===== config.mk =====
export PLATFORM = sky130hd
export DESIGN_NAME = lprs_top
export DESIGN_NICKNAME = d
export VERILOG_FILES = /design/src/lprs_xclk_div.v /design/src/lprs_recov_cnt.v /design/src/lprs_top.v
export VERILOG_INCLUDE_DIRS = /design/src
export SDC_FILE = /design/constraint.sdc
export NUM_CORES = 1
export LEC_CHECK = 0
export BUFFER_PORTS_ARGS = -buffer_cell sky130_fd_sc_hd__buf_2
export CORE_ASPECT_RATIO = 2
export CORE_MARGIN = 2
export CORE_UTILIZATION = 45
export CTS_CLUSTER_SIZE = 12
export DETAILED_ROUTE_END_ITERATION = 8
export GPL_TIMING_DRIVEN = 0
export PLACE_DENSITY = 0.77
export SLEW_MARGIN = 20
export SYNTH_ARGS = -nofsm -noshare
export SYNTH_HDL_FRONTEND = slang
export SYNTH_SLANG_ARGS = --single-unit
export TNS_END_PERCENT = 1

===== constraint.sdc =====
create_clock -name clk_i -period 1.76 [get_ports clk_i]
set_clock_uncertainty 0.1 [all_clocks]
set_input_delay 0.264 -clock clk_i [delete_from_list [all_inputs] [get_ports clk_i]]
set_output_delay 0.264 -clock clk_i [all_outputs]
set_load 0.005 [all_outputs]

===== src/lprs_defs.vh =====
// register map, field positions, reset values and timing counts for the low-power reset/status unit
`ifndef LPRS_DEFS_VH
`define LPRS_DEFS_VH

// register byte offsets
`define LPRS_OFF_BRK_WAIT    8'h00
`define LPRS_OFF_RST_SRC     8'h04
`define LPRS_OFF_BRK_FLAG    8'h08
`define LPRS_OFF_SYS_CFG     8'h0C
`define LPRS_OFF_MODE        8'h10

// break_wait_status fields
`define LPRS_BIT_BREAK_WAIT  0

// reset_source_status fields
`define LPRS_BIT_POWER_ON    7
`define LPRS_BIT_PIN_RESET   6
`define LPRS_BIT_WDOG_RESET  5
`define LPRS_BIT_BAD_OPCODE  4
`define LPRS_BIT_BAD_ADDRESS 3
`define LPRS_BIT_LOW_VOLTAGE 1

// break_flag_control fields
`define LPRS_BIT_CLEAR_EN    7

// sys_config fields
`define LPRS_BIT_SHORT_REC   0
`define LPRS_BIT_WDOG_DIS    1

// reset values
`define LPRS_RST_BRK_WAIT    1'b0
`define LPRS_RST_RST_SRC     6'h00
`define LPRS_RST_CLEAR_EN    1'b0
`define LPRS_RST_SHORT_REC   1'b0
`define LPRS_RST_WDOG_DIS    1'b0

// timing counts, in crystal_clock cycles
`define LPRS_SHORT_RECOVERY  32
`define LPRS_LONG_RECOVERY   4096
`define LPRS_RESET_EXIT_DLY  64
// system clocks per crystal_clock period
`define LPRS_XCLK_DIV        4

`endif


===== src/lprs_xclk_div.v =====
// crystal_clock falling-edge enable generator
`timescale 1ns/1ps
`default_nettype none

module lprs_xclk_div #(
	parameter integer DIV = 4
) (
	input  wire clk_i,
	input  wire rst_n_i,
	output reg  fall_o
);

	reg [15:0] div_reg;

	// one-cycle pulse stands for each falling edge of crystal_clock
	always @(posedge clk_i) begin
		if (!rst_n_i) begin
			div_reg <= 16'h0000;
			fall_o  <= 1'b0;
		end else if (div_reg == DIV[15:0] - 16'h0001) begin
			div_reg <= 16'h0000;
			fall_o  <= 1'b1;
		end else begin
			div_reg <= div_reg + 16'h0001;
			fall_o  <= 1'b0;
		end
	end

endmodule

`default_nettype wire


===== src/lprs_recov_cnt.v =====
// 12-bit recovery counter advanced by crystal_clock falling edges
`timescale 1ns/1ps
`default_nettype none

module lprs_recov_cnt #(
	parameter integer WIDTH = 12
) (
	input  wire             clk_i,
	input  wire             rst_n_i,
	input  wire             clear_i,
	input  wire             tick_i,
	output reg  [WIDTH-1:0] count_o
);

	always @(posedge clk_i) begin
		if (!rst_n_i) begin
			count_o <= {WIDTH{1'b0}};
		end else if (clear_i) begin
			count_o <= {WIDTH{1'b0}};
		end else if (tick_i) begin
			count_o <= count_o + {{(WIDTH-1){1'b0}}, 1'b1};
		end
	end

endmodule

`default_nettype wire


===== src/lprs_top.v =====
// low-power sequencing, clock gating and status registers of the system integration unit
//
// The register offsets and the APB slave port were chosen for this implementation.
`timescale 1ns/1ps
`default_nettype none
`include "lprs_defs.vh"

module lprs_top #(
	parameter integer CNT_WIDTH   = 12,
	parameter integer XCLK_DIV    = `LPRS_XCLK_DIV,
	parameter integer SHORT_REC   = `LPRS_SHORT_RECOVERY,
	parameter integer LONG_REC    = `LPRS_LONG_RECOVERY,
	parameter integer RST_EXIT    = `LPRS_RESET_EXIT_DLY
) (
	input  wire        clk_i,
	input  wire        rst_n_i,
	// apb slave
	input  wire        psel_i,
	input  wire        penable_i,
	input  wire        pwrite_i,
	input  wire [7:0]  paddr_i,
	input  wire [31:0] pwdata_i,
	output reg  [31:0] prdata_o,
	output reg         pready_o,
	output reg         pslverr_o,
	// processor side
	input  wire        wait_exec_i,
	input  wire        stop_exec_i,
	input  wire        module_irq_i,
	input  wire        break_irq_i,
	input  wire        break_state_i,
	// reset sources, one-cycle pulses
	input  wire        power_on_i,
	input  wire        pin_reset_i,
	input  wire        wdog_timeout_i,
	input  wire        bad_opcode_i,
	input  wire        bad_fetch_addr_i,
	input  wire        low_voltage_i,
	// control outputs
	output reg         imask_clear_o,
	output reg         cpu_clk_en_o,
	output reg         periph_clk_en_o,
	output reg         base_clock_out_en_o,
	output reg         crystal_clock_en_o,
	output reg         stack_start_o,
	output reg         vector_fetch_o,
	output reg         break_active_o,
	output reg         wdog_run_o,
	output reg         status_clear_ok_o
);

	////////////////////////////////////////////////////////////////////////////////
	// states and helpers

	localparam [2:0] ST_RUN   = 3'h0;
	localparam [2:0] ST_WAIT  = 3'h1;
	localparam [2:0] ST_STOP  = 3'h2;
	localparam [2:0] ST_RECOV = 3'h3;
	localparam [2:0] ST_RDLY  = 3'h4;

	// true at the tick that completes the given number of crystal periods
	function reached;
		input [CNT_WIDTH-1:0] cnt;
		input [CNT_WIDTH:0]   target;
		begin
			reached = ({1'b0, cnt} == target - {{CNT_WIDTH{1'b0}}, 1'b1});
		end
	endfunction

	reg  [2:0]           state_reg;
	reg  [2:0]           state_next;
	reg                  by_reset_reg;
	reg                  by_reset_next;
	reg                  break_wait_reg;
	reg                  break_wait_next;
	reg  [5:0]           rst_src_reg;
	reg  [5:0]           rst_src_next;
	reg                  clear_en_reg;
	reg                  short_rec_reg;
	reg                  wdog_dis_reg;
	reg                  cnt_clear;
	reg                  stack_next;
	reg                  vector_next;
	wire                 xclk_fall;
	wire [CNT_WIDTH-1:0] rec_count;
	wire                 any_reset;
	wire                 clear_allowed;
	wire                 apb_setup;
	wire                 apb_done;
	wire                 apb_wr;
	wire                 apb_rd;
	wire [CNT_WIDTH:0]   rec_target;

	////////////////////////////////////////////////////////////////////////////////
	// crystal clock enable and recovery counter

	lprs_xclk_div #(
		.DIV (XCLK_DIV)
	) u_div (
		.clk_i   (clk_i),
		.rst_n_i (rst_n_i),
		.fall_o  (xclk_fall)
	);

	lprs_recov_cnt #(
		.WIDTH (CNT_WIDTH)
	) u_cnt (
		.clk_i   (clk_i),
		.rst_n_i (rst_n_i),
		.clear_i (cnt_clear),
		.tick_i  (xclk_fall),
		.count_o (rec_count)
	);

	// the oscillator keeps running for the divider: only the outputs are gated in stop
	assign rec_target = short_rec_reg ? SHORT_REC[CNT_WIDTH:0] : LONG_REC[CNT_WIDTH:0];

	assign any_reset = power_on_i | pin_reset_i | wdog_timeout_i |
	                   bad_opcode_i | bad_fetch_addr_i | low_voltage_i;

	// status flags may only be cleared by software outside break, or inside it with the enable set; a reset source clears them in either case
	assign clear_allowed = !break_state_i || clear_en_reg;

	////////////////////////////////////////////////////////////////////////////////
	// apb decode: one wait-free access, pready raised after the setup cycle

	assign apb_setup = psel_i && !penable_i;
	assign apb_done  = psel_i && penable_i && pready_o;
	assign apb_wr    = apb_done && pwrite_i;
	assign apb_rd    = apb_done && !pwrite_i;

	////////////////////////////////////////////////////////////////////////////////
	// sequencer

	always @* begin
		state_next    = state_reg;
		by_reset_next = by_reset_reg;
		cnt_clear     = 1'b0;
		stack_next    = 1'b0;
		vector_next   = 1'b0;
		case (state_reg)
		ST_RUN: begin
			if (any_reset) begin
				state_next = ST_RUN;
			end else if (stop_exec_i) begin
				state_next = ST_STOP;
				cnt_clear  = 1'b1;
			end else if (wait_exec_i) begin
				state_next = ST_WAIT;
			end
		end
		ST_WAIT: begin
			if (any_reset) begin
				state_next = ST_RDLY;
				cnt_clear  = 1'b1;
			end else if (break_irq_i || module_irq_i) begin
				state_next = ST_RUN;
				stack_next = 1'b1;
			end
		end
		ST_STOP: begin
			cnt_clear = 1'b1;
			if (any_reset || module_irq_i) begin
				state_next    = ST_RECOV;
				by_reset_next = any_reset;
			end
		end
		ST_RECOV: begin
			if (any_reset) begin
				by_reset_next = 1'b1;
			end
			if (xclk_fall && reached(rec_count, rec_target)) begin
				state_next  = ST_RUN;
				stack_next  = !(by_reset_reg || any_reset);
				vector_next = by_reset_reg || any_reset;
				cnt_clear   = 1'b1;
			end
		end
		ST_RDLY: begin
			if (xclk_fall && reached(rec_count, RST_EXIT[CNT_WIDTH:0])) begin
				state_next  = ST_RUN;
				vector_next = 1'b1;
				cnt_clear   = 1'b1;
			end
		end
		default: begin
			state_next = ST_RUN;
		end
		endcase
	end

	always @(posedge clk_i) begin
		if (!rst_n_i) begin
			state_reg    <= ST_RUN;
			by_reset_reg <= 1'b0;
		end else begin
			state_reg    <= state_next;
			by_reset_reg <= by_reset_next;
		end
	end

	////////////////////////////////////////////////////////////////////////////////
	// status flags

	always @* begin
		break_wait_next = break_wait_reg;
		if (apb_wr && paddr_i == `LPRS_OFF_BRK_WAIT && !pwdata_i[`LPRS_BIT_BREAK_WAIT] && clear_allowed) begin
			break_wait_next = 1'b0;
		end
		if (any_reset) begin
			break_wait_next = 1'b0;
		end
		// a break ending wait in the same cycle as a clear still leaves the flag set
		if (state_reg == ST_WAIT && break_irq_i && !any_reset) begin
			break_wait_next = 1'b1;
		end
	end

	always @* begin
		rst_src_next = rst_src_reg;
		if (apb_rd && paddr_i == `LPRS_OFF_RST_SRC && clear_allowed) begin
			rst_src_next = 6'h00;
		end
		if (power_on_i) begin
			rst_src_next = 6'h20;
		end else if (any_reset) begin
			rst_src_next = {1'b0, pin_reset_i, wdog_timeout_i, bad_opcode_i,
			                bad_fetch_addr_i, low_voltage_i};
		end
	end

	////////////////////////////////////////////////////////////////////////////////
	// registers and apb answer

	always @(posedge clk_i) begin
		if (!rst_n_i) begin
			break_wait_reg <= `LPRS_RST_BRK_WAIT;
			rst_src_reg    <= `LPRS_RST_RST_SRC;
			clear_en_reg   <= `LPRS_RST_CLEAR_EN;
			short_rec_reg  <= `LPRS_RST_SHORT_REC;
			wdog_dis_reg   <= `LPRS_RST_WDOG_DIS;
		end else begin
			break_wait_reg <= break_wait_next;
			rst_src_reg    <= rst_src_next;
			if (apb_wr && paddr_i == `LPRS_OFF_BRK_FLAG) begin
				clear_en_reg <= pwdata_i[`LPRS_BIT_CLEAR_EN];
			end
			// configuration is sampled by recovery when it ends, so a write mid-stop takes effect
			if (apb_wr && paddr_i == `LPRS_OFF_SYS_CFG) begin
				short_rec_reg <= pwdata_i[`LPRS_BIT_SHORT_REC];
				wdog_dis_reg  <= pwdata_i[`LPRS_BIT_WDOG_DIS];
			end
		end
	end

	always @(posedge clk_i) begin
		if (!rst_n_i) begin
			pready_o  <= 1'b0;
			pslverr_o <= 1'b0;
			prdata_o  <= 32'h00000000;
		end else begin
			pready_o <= apb_setup;
			if (apb_setup) begin
				pslverr_o <= 1'b0;
				prdata_o  <= 32'h00000000;
				case (paddr_i)
				`LPRS_OFF_BRK_WAIT: begin
					prdata_o[`LPRS_BIT_BREAK_WAIT] <= break_wait_reg;
				end
				`LPRS_OFF_RST_SRC: begin
					prdata_o[7:0] <= {rst_src_reg[5:1], 1'b0, rst_src_reg[0], 1'b0};
				end
				`LPRS_OFF_BRK_FLAG: begin
					prdata_o[`LPRS_BIT_CLEAR_EN] <= clear_en_reg;
				end
				`LPRS_OFF_SYS_CFG: begin
					prdata_o[`LPRS_BIT_SHORT_REC] <= short_rec_reg;
					prdata_o[`LPRS_BIT_WDOG_DIS]  <= wdog_dis_reg;
				end
				`LPRS_OFF_MODE: begin
					prdata_o[2:0] <= state_reg;
				end
				default: begin
					pslverr_o <= 1'b1;
				end
				endcase
			end
		end
	end

	////////////////////////////////////////////////////////////////////////////////
	// registered control outputs

	always @(posedge clk_i) begin
		if (!rst_n_i) begin
			imask_clear_o       <= 1'b0;
			cpu_clk_en_o        <= 1'b1;
			periph_clk_en_o     <= 1'b1;
			base_clock_out_en_o <= 1'b1;
			crystal_clock_en_o  <= 1'b1;
			stack_start_o       <= 1'b0;
			vector_fetch_o      <= 1'b0;
			break_active_o      <= 1'b1;
			wdog_run_o          <= 1'b0;
			status_clear_ok_o   <= 1'b1;
		end else begin
			imask_clear_o       <= state_reg == ST_RUN && !any_reset &&
			                       (wait_exec_i || stop_exec_i);
			cpu_clk_en_o        <= state_next == ST_RUN;
			periph_clk_en_o     <= state_next == ST_RUN || state_next == ST_WAIT ||
			                       state_next == ST_RDLY;
			base_clock_out_en_o <= state_next != ST_STOP && state_next != ST_RECOV;
			crystal_clock_en_o  <= state_next != ST_STOP && state_next != ST_RECOV;
			stack_start_o       <= stack_next;
			vector_fetch_o      <= vector_next;
			break_active_o      <= state_next != ST_STOP;
			wdog_run_o          <= !wdog_dis_reg && state_next != ST_STOP &&
			                       state_next != ST_RECOV;
			status_clear_ok_o   <= clear_allowed;
		end
	end

endmodule

`default_nettype wire


* Word level (Yosys, flattened, before mapping)
Index checks and enable logic that the tools add are counted.
Storage, ports and cells: bits in registers 62, latch bits 0, memory bits (writable) 0, bits in read-only memories 0, output and inout bits 44, logic and storage cells 134, memories 0
Cells by class: add/sub/neg operators 3, multiply operators 0, div/mod/pow operators 0, $lt $le $gt $ge 0, equal/unequal tests 17, shift operators 0, mux-type cells 38, bitwise operators 6, reduce and logical (&&, ||, !) cells 47
Operator list (count):
- two-way mux 3 bit | 8
- logical AND 1 bit | 21
- two-way mux 6 bit | 3
- two-way mux 1 bit | 17
- adder 16 x 1 -> 16 bit, second input constant | 1
- equality test 16 x 2 -> 1 bit, second input constant | 1
- equality test 8 x 4 -> 1 bit, second input constant | 2
- case mux 3 bit (5 select lines) | 1
- equality test 12 x 13 -> 1 bit | 1
- two-way mux 13 bit | 1
- subtractor 13 x 1 -> 13 bit, second input constant | 1
- adder 12 x 1 -> 12 bit, second input constant | 1
- equality test 12 x 6 -> 1 bit, second input constant | 1
- equality test 8 x 3 -> 1 bit, second input constant | 1
- equality test 8 x 5 -> 1 bit, second input constant | 1
- logical NOT 8 bit | 1
- case mux 1 bit (2 select lines) | 4
- logical NOT 1 bit | 7
- logical OR 1 bit | 7
- equality test 3 x 1 -> 1 bit, second input constant | 2
- equality test 3 x 2 -> 1 bit, second input constant | 2
- equality test 3 bit, second input constant | 2
- logical NOT 3 bit | 2
- != test 3 x 2 -> 1 bit, second input constant | 2
- 11 further kinds | 21

* Longest topological paths before layout
word-level depth 11, mapped depth 7

* Modules after synthesis
Synthesis repeated with hierarchy kept, for this count alone.
Second synthesis, totals: cell total of the unflattened synthesis 345, area, all modules 3029.2 sq um
Modules (own cells, without submodules):
- lprs_top | instances 1, cells an instance 199, area each 1730.4 sq um, sequential area each 660.6 sq um
- lprs_xclk_div | instances 1, cells an instance 86, area each 740.7 sq um, sequential area each 340.3 sq um
- lprs_recov_cnt | instances 1, cells an instance 60, area each 558.0 sq um, sequential area each 240.2 sq um

* Least setup slack after synthesis
Ideal clock, no wire load.
kind flip-flop to flip-flop, start register u_cnt.count_o[7], end register u_cnt.count_o[0], library setup time 0.117 ns, data arrival time 1.681 ns, data required time 1.543 ns, path slack -0.138 ns, cell stages (with the launch flop) 7, path through dfxtp_1 > or4_1 > and4bb_2 > a22oi_1 > o2111ai_2 > buf_2 > nor2_1
On the way: word-level cells in the longest chain between the ends 5
RTL lines:
- start: declaration | line lprs_recov_cnt.v:12 | output reg [WIDTH-1:0] count_o
- start signal: assignment | line lprs_recov_cnt.v:17 | count_o <= {WIDTH{1'b0}};
- start signal: assignment | line lprs_recov_cnt.v:19 | count_o <= {WIDTH{1'b0}};
- start signal: assignment | line lprs_recov_cnt.v:21 | count_o <= count_o + {{(WIDTH-1){1'b0}}, 1'b1};
- equality test 12 x 13 -> 1 bit or equality test 12 x 6 -> 1 bit (tied branches) | line lprs_top.v:66 | reached = ({1'b0, cnt} == target - {{CNT_WIDTH{1'b0}}, 1'b1});
- logical AND 1 bit, on equally long branches | line lprs_top.v:172, lprs_top.v:180
- two-way mux 1 bit, on equally long branches | line lprs_top.v:172, lprs_top.v:180
- case mux 1 bit (5 select lines) (*) | line lprs_top.v:141 | case (state_reg)
- OR reduction 2 bit (no line) (*)
Every way passes the cells marked *; elsewhere a longest branch is shown, timed or not. A chain may end at the register's enable or synchronous reset.

* Worst setup path in the final report
start register u_cnt.count_o[7], end register u_cnt.count_o[8]
On the way: word-level cells in the longest chain between the ends 5
RTL lines (line):
- equality test 12 x 13 -> 1 bit or equality test 12 x 6 -> 1 bit (tied branches) | lprs_top.v:66
- logical AND 1 bit, on equally long branches | lprs_top.v:172, lprs_top.v:180
- two-way mux 1 bit, on equally long branches | lprs_top.v:172, lprs_top.v:180
- case mux 1 bit (5 select lines) | lprs_top.v:141
- OR reduction 2 bit (no line)
Several ways; a longest one is shown, not always the timed one.

==> results <==
- Setup violations remaining at the end of the flow were counted as 21.
- The cell count after synthesis is 327.
- The share of async-settable or async-resettable flops after synthesis is 0%.
- The number of cell rows is 40.
- The largest total area in the synthesized netlist belongs to dfxtp_1.
- After detailed routing, the number of remaining DRC violations is 0.
- The overall via count from detail_route is 2630.
- The final setup slack of the worst path is -0.267 ns.
- The wire length per cell is 13.6 µm.
- For this design the static power due to leakage is 1.48 nW.
- For this design, the sink count on the clock tree is 62.
- The all-layer global routing usage is 21.0%.
- Setup repair after global routing could not meet its margin everywhere.
- Entering global routing, the biggest net connects 13 pins.
- At the later pin of the worst-skew pair, clock insertion delay measures 0.34 ns.
- In this run the vertical extent of the chip is 116 µm.
- After clock tree synthesis, the flow added hold-fix buffers numbering 0.
- The synthesized flop and latch total is 62.
- The worst min-delay path category is in -> reg.
- The number of buffers added by the clock tree synthesis step is 9.
- The top fanout value on the critical path is 5.
- The number of antenna violations at the first check in global routing is 0.
- For this configuration, the core starts out at a cell density of 46.7%.
- The number of iterations in the first detailed-routing pass is 4.
- The final-report hold violation count came to 0.
- The cell area that synthesis handed to floorplanning was 2830 µm².
- The worst setup path is of the reg -> reg kind.
- The nature of the critical path endpoint is a flop.
- The final standard cell utilization of the core is 61.6%.
- The tool flagged a number of max-cap violations equal to 0.
- The filler cell count in the final layout is 520.
- Detailed placement finished with a half-perimeter wire length of 4.83 mm.
- TritonCTS built the clock tree.
- The placed cell count is 478.
- The number of pins exceeding their max-slew limit in the final report is 0.
- The number of synthesized flops with an enable pin is 0.
- Compared with the post-synthesis result, the final layout area differs by 32.0%.
- In the synthesized netlist the dominant register cell turns out to be dfxtp_1.
- The worst register-to-register path begins at u_cnt.count_o[7].
- The number of buffers on the longest clock path is 2.
- For the worst setup path, the data arrival time is 2.15 ns.
- Dividing the final minimum period by the clock period gives 115%.
- By instance count, the leading cell after synthesis is dfxtp_1.
- Wires add up to 6.81 mm.
- The final weighted congestion of routability-driven global placement is 0.898.
- The share of synthesized area occupied by flip-flops and latches is 43.9%.
- The clock edge transition at the registers on the reported setup and hold paths is 0.05 ns.
- Cells with a size suffix above 1 make up 29.6% of the layout.
- The die outline area is 6970 µm².
- The worst setup path is launched from a flop.
- The count of cells along the worst register-to-register path is 6.
- The checks that failed: setup timing.
- The H-tree level count is 3.
- The run finished, with violations left.
- The critical path required time is 1.88 ns.
- The via-per-instance ratio is 5.26.
- The root buffer cell chosen for the clock tree is clkbuf_16.
- The global-route wire length before repair is 10.9 mm.
- A synthesized cell averages 8.64 µm².
- At the placement stage, the worst setup path has a slack of -0.562 ns.
- The area fraction of the dominant cell type after synthesis is 43.9%.
- The hold path startpoint is pwdata_i[7].
- The number of nets at the end of the flow is 469.
- In this run the horizontal extent of the chip is 60.0 µm.
- The warning count from the yosys run is 0.
- The number of DRC markers in iteration 0 is 112.
- Headroom to the max-slew limit came out at 42.8%.
- The number of cells on the worst hold path is 3.
- The worst vdd rail ir drop is 754 µV.
- The via count of the first global-routing pass is 2522.
- The remaining global-route overflow is 0.
- After synthesis, the most frequently instantiated cells are dfxtp_1 (62), nor2_1 (59), nand2_1 (30).
- The power density over the cells is 917 nW/µm².
- The number of standard cells in the layout, taps in and fillers out is 500.
- During I/O placement, the number of pins put on the boundary was 100.
- 0 antenna diodes ended up in the layout.
- The count of nets left with antenna violations once routing finished came out at 0.
- Static timing analysis puts the maximum clock frequency at 493 MHz.
- The most critical setup path has its startpoint at u_cnt.count_o[7].
- The register with the most flip-flops in the layout has 16 of them.
- By area the synthesized netlist is led by dfxtp_1 (44%), nor2_1 (7.8%), buf_4 (6.6%).
- The unique cell type count in the Yosys netlist is 48.
- The quantity of I/O buffers inserted on ports is 44.
- After floorplanning, the core was sized to cover 6060 µm².
- At the pin with the least slew margin, the transition time is 0.851 ns.
- The smallest clock period supported by the final layout is computed as 2.03 ns.
worst max-delay path, stage by stage (launching register included):
cell	delay, ns
dfxtp_4	0.34
or4_4	0.52
and4bb_2	0.37
o2111ai_4	0.18
o2111ai_4	0.19
buf_6	0.16
nor2_1	0.04
cell families (layout without fill, tap and decap cells):
logic type | count (synthesis) | in the layout | synth area share [%]
AND/OR/NAND/NOR | 154 | 154 | 26.9
other | 1 | 24 | 0.133
buffers and inverters | 38 | 104 | 8.41
adder cells (fa/ha/maj) | 2 | 2 | 0.886
AO/OA/AOI/OAI | 39 | 39 | 9.88
XOR/XNOR | 25 | 25 | 7.75
multiplexers | 6 | 6 | 2.13
flip-flops | 62 | 62 | 43.9
power breakdown:
group / switching [mW] / internal, mW / leakage [nW] / total (mW)
clock network: 0.652 / 1.10 / 0.134 / 1.75
registers: 0.0204 / 1.43 / 0.505 / 1.45
logic: 0.118 / 0.107 / 0.839 / 0.225
total: 0.790 / 2.63 / 1.48 / 3.42
routing by layer:
metal	vias up	share of wire (%)	track usage, %
met5	-	0	0
met4	0	5.1	16.7
met3	25	4.3	5.13
met2	101	55	37.2
met1	1241	35	19.1
li1	1263	-	-
stage by stage:
stage / TNS (ns) / cell area (µm²) / hold slack (ns) / power, mW
after floorplan: -1.01 / 2920 / 0.281 / 1.60
after global placement: -14.71 / 3240 / 0.345 / 1.67
after detailed placement: -15.94 / 3240 / 0.347 / 1.68
after CTS: -3.86 / 3670 / 0.0578 / 3.43
after global routing: -5.71 / 3730 / 0.0900 / 3.54
final: -4.45 / 3730 / 0.0766 / 3.42
path summary, 6_finish.rpt:
| kind | endpoint | slack (ns) |
|---|---|---|
| setup / recovery | u_cnt.count_o[8] | -0.27 |
| setup reg to reg | u_cnt.count_o[8] | -0.27 |
| hold / removal | clear_en_reg | 0.08 |
| hold reg to reg | prdata_o[2] | 0.35 |
what timing repair did:
| item | CTS | global route |
|---|---|---|
| endpoints found under the setup margin | 37 | 43 |
| gates resized for setup | 23 | 13 |
| gates cloned | 1 | 0 |
| buffers inserted | 5 | 0 |
| hold endpoints to repair | 0 | 0 |
| pin swaps | 9 | 3 |
final cells by class:
class,instances,area (µm²),area share (%)
plain buffers,34,236,6.34
well taps,84,105,2.82
repair buffers,50,269,7.21
flip-flops and latches,62,1250,33.5
clock buffers,9,225,6.04
multi-input cells,250,1550,41.7
inverters,4,15.0,0.403
clock inverters,7,73.8,1.98
cell usage in the layout (no fill, tap or decap), types with 4 or more instances in the layout:
master and instances:
buf_4 30, xor2_1 14, xnor2_1 11, mux2i_1 6, a21oi_1 10, and3_1 4, buf_2 44, a22oi_1 8
nand3_1 11, clkbuf_16 9, nand2b_1 4, nor4_1 4, clkinvlp_4 4, dfxtp_2 4, nand4_1 8, clkbuf_1 5
nand2_1 29, conb_1 24, nor2_1 58, nor3_1 9, dfxtp_1 57
No activity file was read; power rests on OpenSTA's default activity.
